<file path="src/hw/mpg_pkg.sv">
package mpg_pkg;

  // Port geometry
  localparam int unsigned LINE_COUNT  = 16;
  localparam int unsigned GROUP_WIDTH = 8;
  localparam int unsigned DATA_LSB    = 0;
  localparam int unsigned SELECT_LSB  = 8;

  // Word addresses; X and Y spaces share offsets
  localparam logic [15:0] ADDR_LINE_WORD   = 16'hC082;
  localparam logic [15:0] ADDR_LINE_CTRL   = 16'hC086;
  localparam logic [15:0] ADDR_BUF_DIR_PC  = 16'hE800;
  localparam logic [15:0] ADDR_BUF_DIR_VME = 16'hE802;

  // Buffer-direction field positions
  localparam int unsigned PC_BUF_DATA_BIT    = 4;
  localparam int unsigned PC_BUF_SELECT_BIT  = 5;
  localparam int unsigned VME_BUF_DATA_BIT   = 0;
  localparam int unsigned VME_BUF_SELECT_BIT = 1;
  localparam int unsigned PC_BUF_WIDTH       = 6;
  localparam int unsigned VME_BUF_WIDTH      = 2;

  // Reset values
  localparam logic [15:0] RST_LINE_DATA   = 16'h0000;
  localparam logic [15:0] RST_LINE_DIR    = 16'hFF00;
  localparam logic [15:0] RST_LINE_INV    = 16'h0000;
  localparam logic [15:0] RST_LINE_FSEL   = 16'h0000;
  localparam logic [5:0]  RST_BUF_DIR_PC  = 6'h20;
  localparam logic [1:0]  RST_BUF_DIR_VME = 2'h2;

  // Multiplexed accessory settle time
  localparam int unsigned CLK_PERIOD_NS  = 20;
  localparam int unsigned MUX_SETTLE_NS  = 1000;
  localparam int unsigned MUX_SETTLE_CYC =
    (MUX_SETTLE_NS + CLK_PERIOD_NS - 1) / CLK_PERIOD_NS;

  typedef enum logic {
    MPG_VARIANT_PC,
    MPG_VARIANT_VME
  } mpg_variant_t;

endpackage : mpg_pkg

</file>
<file path="src/hw/mpg_mux_if.sv">
`timescale 1ns/1ps
interface mpg_mux_if;
  logic       req;
  logic       wr;
  logic [7:0] sel_byte;
  logic [7:0] wr_byte;
  logic       busy;
  logic       done;
  logic [7:0] rd_byte;
  logic       drive_dat;
  logic [7:0] sel_out;
  logic [7:0] dat_out;
  logic [7:0] dat_in;

  modport seq (
    input  req, wr, sel_byte, wr_byte, dat_in,
    output busy, done, rd_byte, drive_dat, sel_out, dat_out
  );
  modport port (
    output req, wr, sel_byte, wr_byte, dat_in,
    input  busy, done, rd_byte, drive_dat, sel_out, dat_out
  );
endinterface : mpg_mux_if

</file>
<file path="src/hw/mpg_port.sv">
`timescale 1ns/1ps
// Notes on behaviour
// - All sixteen lines form one data word; reads give levels, writes set outputs.
// - Data group is bits 0-7, select group bits 8-15, each a byte.
// - Direction bit sits at the same position in the other space's word.
// - On-chip direction is per line; external buffers switch per byte.
// - Reset: data lines non-inverting inputs, select lines outputs driving zero.
// - PC variant buffer word: bit 4 data byte, bit 5 select byte.
// - VME variant buffer word: bit 0 data byte, bit 1 select byte.
// - Each line may be inverting or non-inverting.
// - Inversion word holds one bit per line; 1 means inverting.
// - Reset clears every inversion bit.
// - Function-select word picks general use or alternate channel per line.
// - Reset sets every line to general-purpose use.
// - In multiplexed accessory mode the port drives select, and data on writes, itself, except on lines set to alternate use.
module mpg_port #(
  parameter mpg_pkg::mpg_variant_t VARIANT    = mpg_pkg::MPG_VARIANT_PC,
  parameter int unsigned           SETTLE_CYC = mpg_pkg::MUX_SETTLE_CYC
) (
  // Clock, reset, enable
  input  wire logic        clk_sys,
  input  wire logic        rst,
  input  wire logic        ce,
  // Processor word access
  input  wire logic [15:0] bus_addr,
  input  wire logic        bus_space_x,
  input  wire logic        bus_wr,
  input  wire logic        bus_rd,
  input  wire logic [15:0] bus_wdata,
  output logic      [15:0] bus_rdata,
  output logic             bus_rvalid,
  // Port lines
  input  wire logic [15:0] line_in,
  output logic      [15:0] line_out,
  output logic      [15:0] line_oe,
  // External buffer direction
  output logic             buf_dir_data,
  output logic             buf_dir_select,
  // Alternate channel connections
  input  wire logic [15:0] alt_out,
  input  wire logic [15:0] alt_oe,
  output logic      [15:0] alt_in,
  // Multiplexed accessory mode
  input  wire logic        mux_auto_en,
  input  wire logic        mux_req,
  input  wire logic        mux_wr,
  input  wire logic [7:0]  mux_sel_byte,
  input  wire logic [7:0]  mux_wr_byte,
  output logic             mux_busy,
  output logic             mux_done,
  output logic      [7:0]  mux_rd_byte
);

  localparam int unsigned DL = mpg_pkg::DATA_LSB;
  localparam int unsigned SL = mpg_pkg::SELECT_LSB;
  localparam int unsigned GW = mpg_pkg::GROUP_WIDTH;

  // Register state
  logic [15:0] line_data_reg;
  logic [15:0] line_dir_reg;
  logic [15:0] line_inv_reg;
  logic [15:0] line_fsel_reg;
  logic [5:0]  buf_pc_reg;
  logic [1:0]  buf_vme_reg;

  // Pin synchroniser
  logic [15:0] line_meta_reg;
  logic [15:0] line_sync_reg;
  logic [15:0] line_level;

  // Address decode
  logic hit_word;
  logic hit_ctrl;
  logic hit_pc;
  logic hit_vme;
  logic wr_ce;
  logic rd_ce;

  // Accessory sequencer channel
  mpg_mux_if mx ();
  logic [15:0] auto_val;
  logic [15:0] auto_oe;
  logic        auto_en;

  assign hit_word = (bus_addr == mpg_pkg::ADDR_LINE_WORD);
  assign hit_ctrl = (bus_addr == mpg_pkg::ADDR_LINE_CTRL);
  assign hit_pc   = (bus_addr == mpg_pkg::ADDR_BUF_DIR_PC) && !bus_space_x;
  assign hit_vme  = (bus_addr == mpg_pkg::ADDR_BUF_DIR_VME) && !bus_space_x;
  assign wr_ce    = bus_wr && ce;
  assign rd_ce    = bus_rd && ce;

  // Two stages before any logic sees a pin
  always_ff @(posedge clk_sys or posedge rst) begin
    if (rst) begin
      line_meta_reg <= 16'h0000;
      line_sync_reg <= 16'h0000;
    end else if (ce) begin
      line_meta_reg <= line_in;
      line_sync_reg <= line_meta_reg;
    end
  end

  // Data word in Y space
  always_ff @(posedge clk_sys or posedge rst) begin
    if (rst) begin
      line_data_reg <= mpg_pkg::RST_LINE_DATA;
    end else if (wr_ce && hit_word && !bus_space_x) begin
      line_data_reg <= bus_wdata;
    end
  end

  // Direction word in X space, same offset
  always_ff @(posedge clk_sys or posedge rst) begin
    if (rst) begin
      line_dir_reg <= mpg_pkg::RST_LINE_DIR;
    end else if (wr_ce && hit_word && bus_space_x) begin
      // Per-line storage; byte-uniform values are software's duty
      line_dir_reg <= bus_wdata;
    end
  end

  // Inversion word in X space
  always_ff @(posedge clk_sys or posedge rst) begin
    if (rst) begin
      line_inv_reg <= mpg_pkg::RST_LINE_INV;
    end else if (wr_ce && hit_ctrl && bus_space_x) begin
      line_inv_reg <= bus_wdata;
    end
  end

  // Function-select word in Y space
  always_ff @(posedge clk_sys or posedge rst) begin
    if (rst) begin
      line_fsel_reg <= mpg_pkg::RST_LINE_FSEL;
    end else if (wr_ce && hit_ctrl && !bus_space_x) begin
      line_fsel_reg <= bus_wdata;
    end
  end

  // Buffer-direction words; low PC bits belong to other ports
  always_ff @(posedge clk_sys or posedge rst) begin
    if (rst) begin
      buf_pc_reg  <= mpg_pkg::RST_BUF_DIR_PC;
      buf_vme_reg <= mpg_pkg::RST_BUF_DIR_VME;
    end else if (wr_ce) begin
      if (hit_pc) begin
        buf_pc_reg <= bus_wdata[mpg_pkg::PC_BUF_WIDTH-1:0];
      end
      if (hit_vme) begin
        buf_vme_reg <= bus_wdata[mpg_pkg::VME_BUF_WIDTH-1:0];
      end
    end
  end

  // Only the fitted variant's word steers the buffers
  always_ff @(posedge clk_sys or posedge rst) begin
    if (rst) begin
      buf_dir_data   <= 1'b0;
      buf_dir_select <= 1'b1;
    end else if (ce) begin
      if (VARIANT == mpg_pkg::MPG_VARIANT_VME) begin
        buf_dir_data   <= buf_vme_reg[mpg_pkg::VME_BUF_DATA_BIT];
        buf_dir_select <= buf_vme_reg[mpg_pkg::VME_BUF_SELECT_BIT];
      end else begin
        buf_dir_data   <= buf_pc_reg[mpg_pkg::PC_BUF_DATA_BIT];
        buf_dir_select <= buf_pc_reg[mpg_pkg::PC_BUF_SELECT_BIT];
      end
    end
  end

  // Read path, answer one cycle after the strobe
  always_ff @(posedge clk_sys or posedge rst) begin
    if (rst) begin
      bus_rdata  <= 16'h0000;
      bus_rvalid <= 1'b0;
    end else if (ce) begin
      bus_rvalid <= bus_rd;
      if (rd_ce) begin
        if (hit_word && !bus_space_x) begin
          bus_rdata <= line_level;
        end else if (hit_word) begin
          bus_rdata <= line_dir_reg;
        end else if (hit_ctrl && bus_space_x) begin
          bus_rdata <= line_inv_reg;
        end else if (hit_ctrl) begin
          bus_rdata <= line_fsel_reg;
        end else if (hit_pc) begin
          bus_rdata <= {10'h000, buf_pc_reg};
        end else if (hit_vme) begin
          bus_rdata <= {14'h0000, buf_vme_reg};
        end else begin
          // Unmapped words read as zero
          bus_rdata <= 16'h0000;
        end
      end
    end
  end

  // Alternate channels see corrected line levels
  always_ff @(posedge clk_sys or posedge rst) begin
    if (rst) begin
      alt_in <= 16'h0000;
    end else if (ce) begin
      alt_in <= line_level;
    end
  end

  // Accessory mode: select byte driven, data byte read back
  assign auto_en     = mux_auto_en;
  assign mx.req      = mux_req && mux_auto_en;
  assign mx.wr       = mux_wr;
  assign mx.sel_byte = mux_sel_byte;
  assign mx.wr_byte  = mux_wr_byte;
  assign mx.dat_in   = line_level[DL +: GW];
  assign mux_busy    = mx.busy;
  assign mux_done    = mx.done;
  assign mux_rd_byte = mx.rd_byte;

  assign auto_val = {mx.sel_out, mx.dat_out};
  assign auto_oe  = {{GW{1'b1}}, {GW{mx.drive_dat}}};

  mpg_mux_seq #(
    .SETTLE_CYC (SETTLE_CYC)
  ) u_seq (
    .clk_sys (clk_sys),
    .rst     (rst),
    .ce      (ce),
    .mx      (mx)
  );

  // One cell per line; select cells come out of reset driving
  genvar g;
  generate
    for (g = 0; g < mpg_pkg::LINE_COUNT; g++) begin : g_line
      mpg_line_cell #(
        .RESET_OE ((g >= SL) ? 1'b1 : 1'b0)
      ) u_cell (
        .clk_sys     (clk_sys),
        .rst         (rst),
        .ce          (ce),
        .dir_bit     (line_dir_reg[g]),
        .inv_bit     (line_inv_reg[g]),
        .fsel_bit    (line_fsel_reg[g]),
        .gp_val      (line_data_reg[g]),
        .auto_en     (auto_en),
        .auto_oe     (auto_oe[g]),
        .auto_val    (auto_val[g]),
        .alt_val     (alt_out[g]),
        .alt_oe      (alt_oe[g]),
        .pin_level   (line_sync_reg[g]),
        .pin_o       (line_out[g]),
        .pin_oe      (line_oe[g]),
        .logic_level (line_level[g])
      );
    end
  endgenerate

endmodule : mpg_port

</file>
<file path="src/hw/mpg_line_cell.sv">
`timescale 1ns/1ps
module mpg_line_cell #(
  parameter logic RESET_OE = 1'b0
) (
  // Clock and reset
  input  wire logic clk_sys,
  input  wire logic rst,
  input  wire logic ce,
  // Configuration
  input  wire logic dir_bit,
  input  wire logic inv_bit,
  input  wire logic fsel_bit,
  // Sources
  input  wire logic gp_val,
  input  wire logic auto_en,
  input  wire logic auto_oe,
  input  wire logic auto_val,
  input  wire logic alt_val,
  input  wire logic alt_oe,
  // Pin side
  input  wire logic pin_level,
  output logic      pin_o,
  output logic      pin_oe,
  output logic      logic_level
);

  // Inversion applies to both directions, but not to alternate-channel outputs
  assign logic_level = pin_level ^ inv_bit;

  always_ff @(posedge clk_sys or posedge rst) begin
    if (rst) begin
      pin_o  <= 1'b0;
      pin_oe <= RESET_OE;
    end else if (ce) begin
      if (fsel_bit) begin
        pin_o  <= alt_val;
        pin_oe <= alt_oe;
      end else if (auto_en) begin
        pin_o  <= auto_val ^ inv_bit;
        pin_oe <= auto_oe;
      end else begin
        pin_o  <= gp_val ^ inv_bit;
        pin_oe <= dir_bit;
      end
    end
  end

endmodule : mpg_line_cell

</file>
<file path="src/hw/mpg_mux_seq.sv">
`timescale 1ns/1ps
module mpg_mux_seq #(
  parameter int unsigned SETTLE_CYC = mpg_pkg::MUX_SETTLE_CYC
) (
  // Clock and reset
  input  wire logic clk_sys,
  input  wire logic rst,
  input  wire logic ce,
  // Transfer channel
  mpg_mux_if.seq    mx
);

  typedef enum logic [1:0] {
    MPG_SEQ_IDLE,
    MPG_SEQ_SETTLE,
    MPG_SEQ_DONE
  } mpg_seq_state_t;

  mpg_seq_state_t state_reg;
  logic [15:0]    cnt_reg;
  logic           wr_reg;

  assign mx.busy = (state_reg != MPG_SEQ_IDLE);

  always_ff @(posedge clk_sys or posedge rst) begin
    if (rst) begin
      state_reg    <= MPG_SEQ_IDLE;
      cnt_reg      <= 16'h0000;
      wr_reg       <= 1'b0;
      mx.sel_out   <= 8'h00;
      mx.dat_out   <= 8'h00;
      mx.drive_dat <= 1'b0;
      mx.rd_byte   <= 8'h00;
      mx.done      <= 1'b0;
    end else if (ce) begin
      mx.done <= 1'b0;
      case (state_reg)
        MPG_SEQ_IDLE: begin
          if (mx.req) begin
            // Select and data together, then let the accessory settle
            mx.sel_out   <= mx.sel_byte;
            mx.dat_out   <= mx.wr_byte;
            mx.drive_dat <= mx.wr;
            wr_reg       <= mx.wr;
            cnt_reg      <= 16'(SETTLE_CYC);
            state_reg    <= MPG_SEQ_SETTLE;
          end
        end
        MPG_SEQ_SETTLE: begin
          if (cnt_reg <= 16'h0001) begin
            if (!wr_reg) begin
              mx.rd_byte <= mx.dat_in;
            end
            state_reg <= MPG_SEQ_DONE;
          end else begin
            cnt_reg <= cnt_reg - 16'h0001;
          end
        end
        MPG_SEQ_DONE: begin
          mx.drive_dat <= 1'b0;
          mx.done      <= 1'b1;
          state_reg    <= MPG_SEQ_IDLE;
        end
        default: begin
          state_reg <= MPG_SEQ_IDLE;
        end
      endcase
    end
  end

endmodule : mpg_mux_seq

</file>
<file path="config.mk">
export PLATFORM = sky130hd
export DESIGN_NAME = mpg_port
export DESIGN_NICKNAME = d
export VERILOG_FILES = /design/src/hw/mpg_pkg.sv /design/src/hw/mpg_mux_if.sv /design/src/hw/mpg_port.sv /design/src/hw/mpg_line_cell.sv /design/src/hw/mpg_mux_seq.sv
export SDC_FILE = /design/constraint.sdc
export NUM_CORES = 1
export LEC_CHECK = 0
export ABC_AREA = 1
export BUFFER_PORTS_ARGS = -buffer_cell sky130_fd_sc_hd__buf_2
export CELL_PAD_IN_SITES_DETAIL_PLACEMENT = 1
export CELL_PAD_IN_SITES_GLOBAL_PLACEMENT = 1
export CORE_UTILIZATION = 45
export CTS_CLUSTER_SIZE = 40
export DETAILED_ROUTE_END_ITERATION = 8
export GPL_TIMING_DRIVEN = 1
export PLACE_DENSITY_LB_ADDON = 0.1
export SLEW_MARGIN = 30
export SYNTH_ARGS = -nofsm -noshare
export SYNTH_HDL_FRONTEND = slang
export SYNTH_HIERARCHICAL = 1
export SYNTH_SLANG_ARGS = --single-unit
</file>
<file path="constraint.sdc">
create_clock -name clk_sys -period 6.3 [get_ports clk_sys]
set_clock_uncertainty 0.05 [all_clocks]
set_input_delay 0.63 -clock clk_sys [delete_from_list [all_inputs] [get_ports clk_sys]]
set_output_delay 0.63 -clock clk_sys [all_outputs]
set_load 0.05 [all_outputs]
</file>
Word level (Yosys, flattened, before mapping)
Index checks and enable logic that the tools add are counted.
- $add $sub $neg: 1
- order comparisons: 1
- equal/unequal tests: 9
- mux-type cells: 79
- bitwise logic cells: 49
- reductions and logical operators: 26
- operators by type and width (cell ; count):
    $mux W16 ; 6
    $mux W1 ; 66
    $eq A16 B16 Y1 const B ; 4
    $xor A1 B1 Y1 ; 48
    $pmux W16 S2 ; 1
    $le A16 B1 Y1 const B ; 1
    $sub A16 B1 Y16 const B ; 1
    $logic_and A1 B1 Y1 ; 13
    $reduce_and A3 Y1 ; 3
    $reduce_and A4 Y1 ; 2
    $mux W2 ; 3
    $mux W6 ; 1
    $reduce_and A2 Y1 ; 3
    $reduce_bool A2 Y1 ; 3
    $ne A2 B2 Y1 const B ; 2
    $pmux W2 S2 ; 1
    $eq A2 B1 Y1 const B ; 1
    $eq A2 B2 Y1 const B ; 1
    $logic_not A2 Y1 ; 1
    $ne A2 B1 Y1 const B ; 1
    $pmux W1 S2 ; 1
    $logic_not A1 Y1 ; 1
    $not A1 Y1 ; 1
- flip-flop bits (word level): 216
- bits of input ports: 105
- output and inout port bits: 77

Logic depth before layout (Yosys ltp)
Gate-level depths: netlist of the first run.
- depth in word-level cells: 8
- gate-level depth with buffers: 12
- depth with buffers taken out: 12

By module
The synthesis of the first run kept the hierarchy.
- by module, submodules not included (module ; instances ; cells an instance ; area an instance (um^2)):
    mpg_port ; 1 ; 701 ; 6248.5
    mpg_mux_seq ; 1 ; 259 ; 2255.9
    mpg_line_cell at g_line[10].u_cell ... ; 8 ; 29 ; 163.9
    mpg_line_cell at g_line[0].u_cell ... ; 8 ; 29 ; 162.7

Worst setup path before layout of the first run
Ideal clock, no wire load.
- path kind: input port to flip-flop
- from: in bus_addr[12]
- to: reg line_fsel_reg[0]
- setup time: 0.121 ns
- data arrival time: 1.594 ns
- path slack: 4.535 ns
- stages on the path: 11
- buffers on the path: 1
- cells stage by stage: inv_1 nand2_1 nor2_1 nand2_2 nor2_4 nand2_2 nor2_4 nand2_4 buf_6 nand2_2 o21ai_2
- cells in the longest elaborated chain, start to end: 3
- RTL lines (item ; RTL line ; RTL):
    start: declaration ; mpg_port.sv:25 ; input wire logic [15:0] bus_addr,
    $eq A16 B16 Y1 ; mpg_port.sv:86 ; assign hit_ctrl = (bus_addr == mpg_pkg::ADDR_LINE_CTRL);
    $logic_and A1 B1 Y1 (2 in a row) ; mpg_port.sv:135 ; end else if (wr_ce && hit_ctrl && !bus_space_x) begin
    end signal: assignment ; mpg_port.sv:134 ; line_fsel_reg <= mpg_pkg::RST_LINE_FSEL;
    end signal: assignment ; mpg_port.sv:136 ; line_fsel_reg <= bus_wdata;
    end: declaration ; mpg_port.sv:62 ; logic [15:0] line_fsel_reg;
Every way passes these cells.
A chain may end at the register's enable or synchronous reset.

Worst setup path in the final report of the first run
- from: in ce
- to: reg bus_rdata[1]
- cells in the longest elaborated chain, start to end: 2
- RTL lines (item ; RTL line ; RTL):
    start: declaration ; mpg_port.sv:23 ; input wire logic ce,
    $logic_and A1 B1 Y1 ; mpg_port.sv:90 ; assign rd_ce = bus_rd && ce;
    $reduce_and A2 Y1 (no source line) * ; -- ;
    end signal: assignment ; mpg_port.sv:180 ; bus_rdata <= line_level;
    end signal: assignment ; mpg_port.sv:182 ; bus_rdata <= line_dir_reg;
    end signal: assignment ; mpg_port.sv:184 ; bus_rdata <= line_inv_reg;
    end: declaration ; mpg_port.sv:30 ; output logic [15:0] bus_rdata,
Mark *: on every way between the ends. The rest lies on a longest branch, timed or not.

==> key figures, run 1 <==
Run status
  – Status: finished, final reports clean

Synth
  – Predominant post-synthesis flop cell: dfrtp_1
  – Ys async rst share: 100.0%
  – EDFF count, synth: 0
  – Synth Warn #: 6
  – Synthesized flop and latch total: 216
  – Cells after Synth: 1,424
  – Synth unique cells: 39
  – Mean Syn Cell Area: 7.807 um^2
  – Post-Syn Area: 0.01112 mm^2
  – Seq/Total Area, Yosys: 48.84%

Setup path
  – Crit path max fanout: 49
  – Crit-path cells: buf_4, nand2_1, inv_1, o21ai_1, nor2_1, o21ai_1, nand2_1
  – CP startpoint kind: primary input
  – CP max stage cell: nand2_1
  – Critical Path Max Stage Delay: 630 ps
  – Setup crit end kind: register
  – Worst EP arrival: 2620 ps
  – Required time of the critical path: 6710 ps
  – Crit path kind: primary input to register

STA
  – Fin. max-slew vios: 0
  – Setup_tns: 0 ps
  – Final Setup Violations: 0
  – Final worst-path cycle share: 35.12%
  – Slew @ Worst Pin: 777.8 ps
  – Final hold violation count: 0
  – Minimum clock period after layout: 2213 ps
  – FMAX: 0.4520 GHz
  – RSZ-0062 raised after global routing: no
  – Worst rel slew slack: 48.15%

Layout
  – Final core occ: 54.13%
  – Filler Cell Count: 3,102
  – Layout cells sized above 1: 22.24%
  – Area of the multi-input gates: 0.004716 mm^2
  – Register area: 0.005429 mm^2
  – Most frequent cells in the layout: nand2_1, dfrtp_1, buf_2, inv_1, nor2_1
  – Nets: 1,712
  – P&R area growth vs syn: 18.08%
  – Commonest non-fill, non-tap cell in the layout: nand2_1
  – Diode count: 0

Floorplan
  – I/O pin total: 182
  – DIE AREA: 0.02534 mm^2
  – Core area: 0.02425 mm^2
  – Die Y: 159.2 um
  – Chip width: 159.2 um
  – Row count: 57
  – Initial core utilization: 45.85%

Clock network
  – Clock Sink Count: 216
  – CTS buffer count: 24
  – Setup Fix Bufs, Post-CTS: 0
  – CTS tree: done
  – Cts hold-fix bufs: 0
  – Clock Latency Late Sink: 520 ps
  – Post-CTS sizing: 0
  – Clock Pin Slew Worst Setup and Hold Paths: 60 ps
  – CTS root buf: clkbuf_16
  – CTS max path bufs: 3
  – Htree depth: 1

GRT
  – Global Route Usage Sum: 26.59%
  – Vias in the first global route: 10,291
  – Global-route congestion overflow total: 0
  – Initial antenna violation count: 0
  – First-pass GRT wire length: 54,140 um
  – Largest net degree at the start of global routing: 82

Detailed routing
  – WL/cell: 16.93 um
  – # DRC: 0
  – Final wirelength: 32,960 um
  – ANT nets after route: 0
  – Number of DRC markers in iteration 0: 636
  – DR vias/cell: 5.097
  – Pre-antenna DRT Iters: 5
  – Routed vias: 9,923

Power and ir drop
  – Peak VDD IR: 0.1848 mV
  – Static leakage power: 0.006928 uW
  – Cell Pwr Density: 345.3 mW/mm^2

Min path
  – Hold/Removal Path Class: primary input to async pin

Job
  – Max Cap Viol: 0

Placed design
  – PortBufs: 181
  – Routability cong.: 0.8375
  – DP Wirelength: 23,410 um
per-stage QoR:
stage	total power [uW]	cell area (um^2)	setup WS (ps)	cells	hold WS, ps
global route	4774	13130	3873	1947	213.5
finish	4533	13130	4087	1947	193.8
detailed placement	2964	12240	3515	1903	412.2
global placement	2920	12240	3625	1903	406.7
CTS	4569	13120	4078	1947	189.0
floorplan	2647	11140	1914	1431	320.5
layer usage:
metal  vias up  wire length [um]  track usage [%]
met3        38              1525            3.100
met4         0               626            6.250
met5         -                 0                0
met2       227             15340            43.70
li1       4808                 -                -
met1      4850             15480            37.69
path summary, 6_finish.rpt:
check / startpoint / to / slack (ps) / depth (start not counted)
worst max-delay path: ce / bus_rdata[1] / 4090 / 7
worst min-delay path: rst / g_line[7].u_cell/pin_o / 190 / 2
worst max register to register: u_seq/cnt_reg[0] / u_seq/cnt_reg[6] / 4120 / 9
worst min register to register: u_seq/mx.rd_byte[3] / u_seq/mx.rd_byte[3] / 420 / 2
max in group asynchronous: rst / line_sync_reg[6] / 4680 / 3
min in group clk_sys: line_in[14] / line_meta_reg[14] / 260 / 3
cells by family (layout without fill, tap and decap cells):
| logic type | Yosys count | after routing | synth area share [%] |
|---|---|---|---|
| AND/OR/NAND/NOR | 736 | 736 | 28.51 |
| buffers and inverters | 235 | 427 | 8.981 |
| flip-flops | 216 | 216 | 48.84 |
| AO/OA/AOI/OAI | 187 | 187 | 9.083 |
| multiplexers | 28 | 28 | 2.836 |
| XOR/XNOR | 19 | 19 | 1.497 |
| adder cells (fa/ha/maj) | 2 | 2 | 0.2251 |
| other | 1 | 8 | 0.03373 |
synthesized netlist by cell type, drive strengths merged, types with 2 or more instances:
cell type / n / area share [%]
nor2: 134 / 5.5
nand4: 13 / 0.84
o21ai: 119 / 5.9
nand2: 472 / 16
clkbuf: 7 / 0.25
inv: 196 / 6.6
xor2: 19 / 1.5
ha: 2 / 0.23
mux2: 28 / 2.8
o211ai: 3 / 0.20
dfstp: 19 / 4.5
nand3: 101 / 4.9
nor3: 6 / 0.32
dfrtp: 197 / 44
or2: 9 / 0.51
buf: 31 / 2.1
o21bai: 2 / 0.14
a21oi: 62 / 2.8
critical path, delay by kind of cell:
kind	cells	cell delay, ps
buffers and inverters	2	930
AO/OA/AOI/OAI	2	230
AND/OR/NAND/NOR	3	810
report_power, final:
part | leakage, uW | switching [uW] | internal (uW)
combinational | 0.00376 | 843 | 354
clock | 0.000427 | 587 | 996
sequential | 0.00274 | 165 | 1590
final cells by class:
cell class	instances	share of cell area [%]
timing repair buffer	186	7.235
clock buffer	34	5.176
clock inverter	10	1.544
tap	324	3.088
sequential	216	41.36
inverter	197	5.672
multi-input combinational	980	35.93
Note: power is estimated with default switching activity, not from simulation.
==> inputs of run 2 (changes only) <==
--- a/config.mk
+++ b/config.mk
@@ -9,7 +9,7 @@
 export BUFFER_PORTS_ARGS = -buffer_cell sky130_fd_sc_hd__buf_2
 export CELL_PAD_IN_SITES_DETAIL_PLACEMENT = 1
 export CELL_PAD_IN_SITES_GLOBAL_PLACEMENT = 1
-export CORE_UTILIZATION = 45
+export CORE_UTILIZATION = 42
 export CTS_CLUSTER_SIZE = 40
 export DETAILED_ROUTE_END_ITERATION = 8
 export GPL_TIMING_DRIVEN = 1
==> constraint.sdc (replaced) <==
create_clock -name clk_sys -period 2.3 [get_ports clk_sys]
set_clock_uncertainty 0.05 [all_clocks]
set_input_delay 0.23 -clock clk_sys [delete_from_list [all_inputs] [get_ports clk_sys]]
set_output_delay 0.23 -clock clk_sys [all_outputs]
set_load 0.05 [all_outputs]
==> run 2 against run 1 <==
Net effect:
- via count grew 3.2%
- sequential share of layout area shrank 2.2 points
- register-to-register slack worse by 3700 ps
- final cell count is 4.9% higher
- global-route usage is 0.75 points lower
- power grew to 2.7 times the previous value
- design area grew 5.6%
- non-clock buffer count is 83 higher
- sequential cell count unchanged
- count of clock-buffer cells in the layout decreased by 1
==> key figures, run 2 (same netlist as run 1, synthesis figures left out) <==
Run status
  – Status: finished, final reports clean

Power and ir drop
  – Clock power share: 32.1% (-2.8 points)
  – Seq pwr share: 39.7% (+1.0 points)
  – Static leakage power: 0.007247 uW (+4.6%)
  – Cell Pwr Density: 871.4 mW/mm^2 (+150%)
  – Pint: 7651 uW (+160%)
  – Peak VDD IR: 0.6467 mV (+250%)
  – Switching share of total power: 36.68% (+1.5 points)
  – Total power draw: 12,080 uW (+170%)
  – Combinational power share: 28.2% (+1.8 points)
  – Sw Pwr: 4433 uW (+180%)

Setup path
  – Required time of the critical path: 2690 ps (-4020 ps)
  – Crit path max fanout: 16 (-67%)
  – Flop-to-flop setup slack: 430 ps (-3690 ps)
  – Worst EP arrival: 2270 ps (-350 ps)
  – Setup crit end kind: register
  – CP startpoint kind: register
  – Crit path kind: register to register

STA
  – Final hold violation count: 0 (unchanged)
  – Minimum clock period after layout: 1873 ps
  – Final worst-path cycle share: 81.43%
  – Setup_tns: 0 ps (unchanged)
  – Slew @ Worst Pin: 734.0 ps (-43.81 ps)
  – Worst rel slew slack: 51.07% (+2.9 points)
  – Fin. max-slew vios: 0 (unchanged)
  – Min Hold Slack: 3.857 ps (-189.9 ps)
  – FMAX: 0.5339 GHz
  – Final Setup Violations: 0 (unchanged)
  – RSZ-0062 raised after global routing: no

Floorplan
  – DIE AREA: 0.02712 mm^2 (+7.0%)
  – Chip width: 164.7 um (+3.5%)
  – Die Y: 164.7 um (+3.5%)
  – I/O pin total: 182 (unchanged)
  – Initial core utilization: 42.78% (-3.1 points)
  – Row count: 59 (+3.5%)
  – Core area: 0.02598 mm^2 (+7.2%)

GRT
  – First-pass GRT wire length: 54,450 um (+0.57%)
  – Global Route Usage Sum: 25.84% (-0.75 points)
  – Global-route congestion overflow total: 0 (unchanged)
  – Vias in the first global route: 10,290 (-0.0097%)
  – Largest net degree at the start of global routing: 101 (+23%)
  – Initial antenna violation count: 0 (unchanged)

Placed design
  – Routability cong.: 0.8368 (about the same)
  – DP Wirelength: 24,840 um (+6.1%)
  – Placed instance count: 1,926 (+1.2%)
  – PortBufs: 181 (unchanged)

Detailed routing
  – ANT nets after route: 0 (unchanged)
  – WL/cell: 16.99 um (+0.33%)
  – Number of DRC markers in iteration 0: 582 (-8.5%)
  – Final wirelength: 34,700 um (+5.3%)
  – # DRC: 0 (unchanged)
  – Routed vias: 10,236 (+3.2%)
  – Pre-antenna DRT Iters: 7 (+2)
  – DR vias/cell: 5.010 (-1.7%)

Clock network
  – Clock Latency Late Sink: 540 ps (+20 ps)
  – CTS tree: done
  – CTS max path bufs: 3 (unchanged)
  – Clock Pin Slew Worst Setup and Hold Paths: 70 ps (about the same)
  – Clock Sink Count: 216 (unchanged)
  – Post-CTS sizing: 0 (unchanged)
  – CTS root buf: clkbuf_16
  – Htree depth: 1 (unchanged)
  – CTS buffer count: 25 (+4.2%)
  – Setup Fix Bufs, Post-CTS: 0 (unchanged)

Job
  – Max Cap Viol: 0 (unchanged)

Layout
  – Commonest non-fill, non-tap cell in the layout: nand2_1
  – P&R area growth vs syn: 24.74%
  – Layout cells sized above 1: 22.07% (-0.17 points)
  – Most frequent cells in the layout: nand2_1, dfrtp_1, buf_2, inv_1, nor2_1
  – Diode count: 0 (unchanged)
  – Finished Layout Cells: 2,043 (+4.9%)
  – Nets: 1,796 (+4.9%)

Min path
  – Hold/Removal Path Class: primary input to register
run 2: timing repair:
| action | CTS | global route |
|---|---|---|
| endpoints found under the setup margin | 0 | 0 |
| hold buffers | 71 | 0 |
| hold endpoints to repair | 117 | 0 |
run 2: worst paths after layout:
| check | start | to | cells after the start |
|---|---|---|---|
| min reg2reg | u_seq/mx.rd_byte[6] | u_seq/mx.rd_byte[6] | 2 |
| min | bus_wdata[2] | line_fsel_reg[2] | 3 |
| max in group asynchronous | rst | alt_in[11] | 4 |
| min in group asynchronous | rst | g_line[1].u_cell/pin_oe | 3 |
| max reg2reg | u_seq/cnt_reg[0] | u_seq/cnt_reg[7] | 9 |
| max | u_seq/cnt_reg[0] | u_seq/cnt_reg[7] | 9 |
run 2: layout make-up:
type / count / area (um^2)
fillers: 3281 / 12120
flip-flops and latches: 216 / 5429
multi-input cells: 980 / 4716
repair buffers: 269 / 1772
inverters: 197 / 743.2
clock buffers: 33 / 685.7
well taps: 335 / 419.2
clock inverters: 13 / 102.6
run 2: routing by layer:
| layer | part of all wire [%] | vias up | GRT usage, % |
|---|---|---|---|
| li1 | - | 4979 | - |
| met1 | 48 | 4990 | 37.45 |
| met2 | 46 | 229 | 41.10 |
| met3 | 4.1 | 38 | 3.139 |
| met4 | 2.0 | 0 | 6.130 |
| met5 | 0 | - | 0 |
run 2: through the flow:
stage	instance area [um^2]	worst slack, ps	utilization [%]
2_1_floorplan	11150	293.9	-
3_3_place_gp	12370	440.5	47.60
3_5_place_dp	12370	395.1	47.60
4_1_cts	13870	431.9	53.37
5_1_grt	13870	206.8	53.37
6_report	13870	427.1	53.37
run 2: power groups by stage:
stage | logic, uW | clock network, uW | registers [uW]
floorplan | 1810 | 0 | 5440
global placement | 3220 | 0 | 4840
detailed placement | 3320 | 0 | 4870
CTS | 3430 | 3960 | 4800
global route | 3790 | 4070 | 4880
finish | 3400 | 3880 | 4800
run 2: critical path, stage by stage, from the launching register on:
cell	delay [ps]
dfrtp_1	400
inv_1	160
ha_1	190
o21ai_1	70
nor2_2	160
nand3_2	80
nand2_2	250
buf_4	280
nand2_1	70
o21ai_1	80
==> inputs of run 3 (changes only) <==
--- a/config.mk
+++ b/config.mk
@@ -9,7 +9,7 @@
 export BUFFER_PORTS_ARGS = -buffer_cell sky130_fd_sc_hd__buf_2
 export CELL_PAD_IN_SITES_DETAIL_PLACEMENT = 1
 export CELL_PAD_IN_SITES_GLOBAL_PLACEMENT = 1
-export CORE_UTILIZATION = 42
+export CORE_UTILIZATION = 38
 export CTS_CLUSTER_SIZE = 40
 export DETAILED_ROUTE_END_ITERATION = 8
 export GPL_TIMING_DRIVEN = 1
==> constraint.sdc (replaced) <==
create_clock -name clk_sys -period 1.6 [get_ports clk_sys]
set_clock_uncertainty 0.05 [all_clocks]
set_input_delay 0.16 -clock clk_sys [delete_from_list [all_inputs] [get_ports clk_sys]]
set_output_delay 0.16 -clock clk_sys [all_outputs]
set_load 0.05 [all_outputs]
==> run 3 against run 2 <==
Net effect:
- worst hold slack better by 88 ps
- critical endpoint is now u_seq/mx.rd_byte[7]
- first-iteration DRC count is 15% lower
- fmax is 20% higher
- critical path depth stayed put
- worst setup slack worse by 390 ps
- count of clock-buffer cells in the layout stayed put
- combinational power is 66% higher
- highest routed layer unchanged
- clock power is 63% higher
==> key figures, run 3 (same netlist as run 1, synthesis figures left out) <==
Run status
  – Status: finished, final reports clean

Setup path
  – Worst EP arrival: 1940 ps (-330 ps)
  – Setup crit end kind: register
  – Crit path kind: register to register
  – Crit path max fanout: 8 (-8)
  – CP startpoint kind: register
  – Required time of the critical path: 1980 ps (-710 ps)

Layout
  – Final core occ: 51.65% (-1.7 points)
  – Final Cell Area: 0.01486 mm^2 (+7.2%)
  – P&R area growth vs syn: 33.71%
  – Commonest non-fill, non-tap cell in the layout: nand2_1
  – Finished Layout Cells: 2,170 (+6.2%)
  – Nets: 1,873 (+4.3%)
  – Layout cells sized above 1: 25.59% (+3.5 points)
  – Filler Cell Count: 3,555 (+8.4%)
  – Most frequent cells in the layout: nand2_1, dfrtp_1, buf_2, inv_1, nor2_1
  – Diode count: 0 (unchanged)

Placed design
  – DP Wirelength: 26,230 um (+5.6%)
  – Placed cell areas: 0.01304 mm^2 (+5.4%)
  – PortBufs: 181 (unchanged)
  – Routability cong.: 0.8479 (+1.3%)
  – Placed instance count: 2,036 (+5.7%)

Min path
  – Hold/Removal Path Class: primary input to register

Clock network
  – Clock Sink Count: 216 (unchanged)
  – Clock Pin Slew Worst Setup and Hold Paths: 60 ps (about the same)
  – CTS buffer count: 26 (+4.0%)
  – CTS tree: done
  – Htree depth: 1 (unchanged)
  – CTS max path bufs: 3 (unchanged)
  – CTS root buf: clkbuf_16
  – Clock Latency Late Sink: 550 ps (about the same)

STA
  – Min Hold Slack: 91.79 ps (+87.93 ps)
  – Minimum clock period after layout: 1558 ps (-314.8 ps)
  – Final Setup Violations: 0 (unchanged)
  – Final hold violation count: 0 (unchanged)
  – RSZ-0062 raised after global routing: yes
  – Final worst-path cycle share: 97.38% (+16 points)
  – Fin. max-slew vios: 0 (unchanged)
  – FMAX: 0.6418 GHz (+20%)

Floorplan
  – Chip width: 173.0 um (+5.1%)
  – Die Y: 173.0 um (+5.1%)
  – DIE AREA: 0.02994 mm^2 (+10%)
  – Core area: 0.02878 mm^2 (+11%)
  – Row count: 62 (+5.1%)
  – Initial core utilization: 38.63% (-4.2 points)
  – I/O pin total: 182 (unchanged)

Detailed routing
  – Final wirelength: 35,930 um (+3.5%)
  – Pre-antenna DRT Iters: 5 (-2)
  – DR vias/cell: 4.793 (-4.3%)
  – # DRC: 0 (unchanged)
  – Routed vias: 10,401 (+1.6%)
  – Number of DRC markers in iteration 0: 492 (-15%)
  – ANT nets after route: 0 (unchanged)
  – WL/cell: 16.56 um (-2.5%)

GRT
  – Initial antenna violation count: 0 (unchanged)
  – Vias in the first global route: 10,877 (+5.7%)
  – Global Route Usage Sum: 24.38% (-1.5 points)
  – Global-route congestion overflow total: 0 (unchanged)
  – First-pass GRT wire length: 58,520 um (+7.5%)
  – Largest net degree at the start of global routing: 71 (-30%)

Job
  – Max Cap Viol: 0 (unchanged)

Power and ir drop
  – Static leakage power: 0.007737 uW (+6.8%)
  – Cell Pwr Density: 1266 mW/mm^2 (+45%)
  – Peak VDD IR: 0.7909 mV (+22%)
## run 3: final cells by class
type | instances | area (um^2) | share of cell area (%)
Sequential cell | 216 | 5431 | 36.54
Multi-Input combinational cell | 980 | 4770 | 32.09
Timing Repair Buffer | 345 | 2525 | 16.99
Inverter | 197 | 743.2 | 5.000
Clock buffer | 33 | 696.9 | 4.689
Tap cell | 384 | 480.5 | 3.232
Clock inverter | 15 | 217.7 | 1.465
## run 3: critical path, cell delays in order, from the launching register on
cell     delay (ps)
dfrtp_1         430
inv_2           100
ha_4            140
o21ai_2          50
nor2_2          130
nand2_2         110
nor2_8          180
nand2_4         120
nand2_1          80
nand2_1          50
## run 3: power by group
part | internal (uW) | total (uW) | leakage (uW) | switching [uW]
clock | 3900 | 6340 | 0.000450 | 2450
sequential | 6260 | 6830 | 0.00274 | 576
combinational | 2030 | 5640 | 0.00455 | 3610
total | 12200 | 18800 | 0.00774 | 6630
## run 3: path summary, 6_finish.rpt
path / startpoint / cells past startpoint / end / slack (ps)
max reg2reg: u_seq/cnt_reg[0] / 9 / u_seq/mx.rd_byte[7] / 40
max in group asynchronous: rst / 5 / alt_in[3] / 740
min reg2reg: u_seq/mx.rd_byte[0] / 2 / u_seq/mx.rd_byte[0] / 420
max: u_seq/cnt_reg[0] / 9 / u_seq/mx.rd_byte[7] / 40
min in group asynchronous: rst / 3 / u_seq/mx.sel_out[2] / 120
min: bus_rd / 4 / bus_rvalid / 90
## run 3: per-stage QoR
step | setup TNS (ps) | total power (uW) | setup WS, ps
after global routing | -248.0 | 19850 | -40.25
after floorplan | -43020 | 10430 | -336.1
final | 0 | 18820 | 41.89
after CTS | 0 | 18840 | 18.72
after global placement | -411.4 | 12070 | -117.9
after detailed placement | -1207 | 12230 | -161.7
## run 3: routing by layer
metal | share of wire [%] | track usage, % | up-vias
met5 | 0 | 0 | -
met4 | 1.9 | 5.162 | 0
met3 | 3.4 | 2.529 | 39
met2 | 45 | 38.86 | 203
met1 | 50 | 35.82 | 5011
li1 | - | - | 5148
## run 3: what timing repair did
item	CTS	global route
pin swaps	2	3
resized for setup	3	14
endpoints found under the setup margin	4	23
endpoints found under the hold margin	320	0
hold buffers	83	0
buffers inserted	1	2
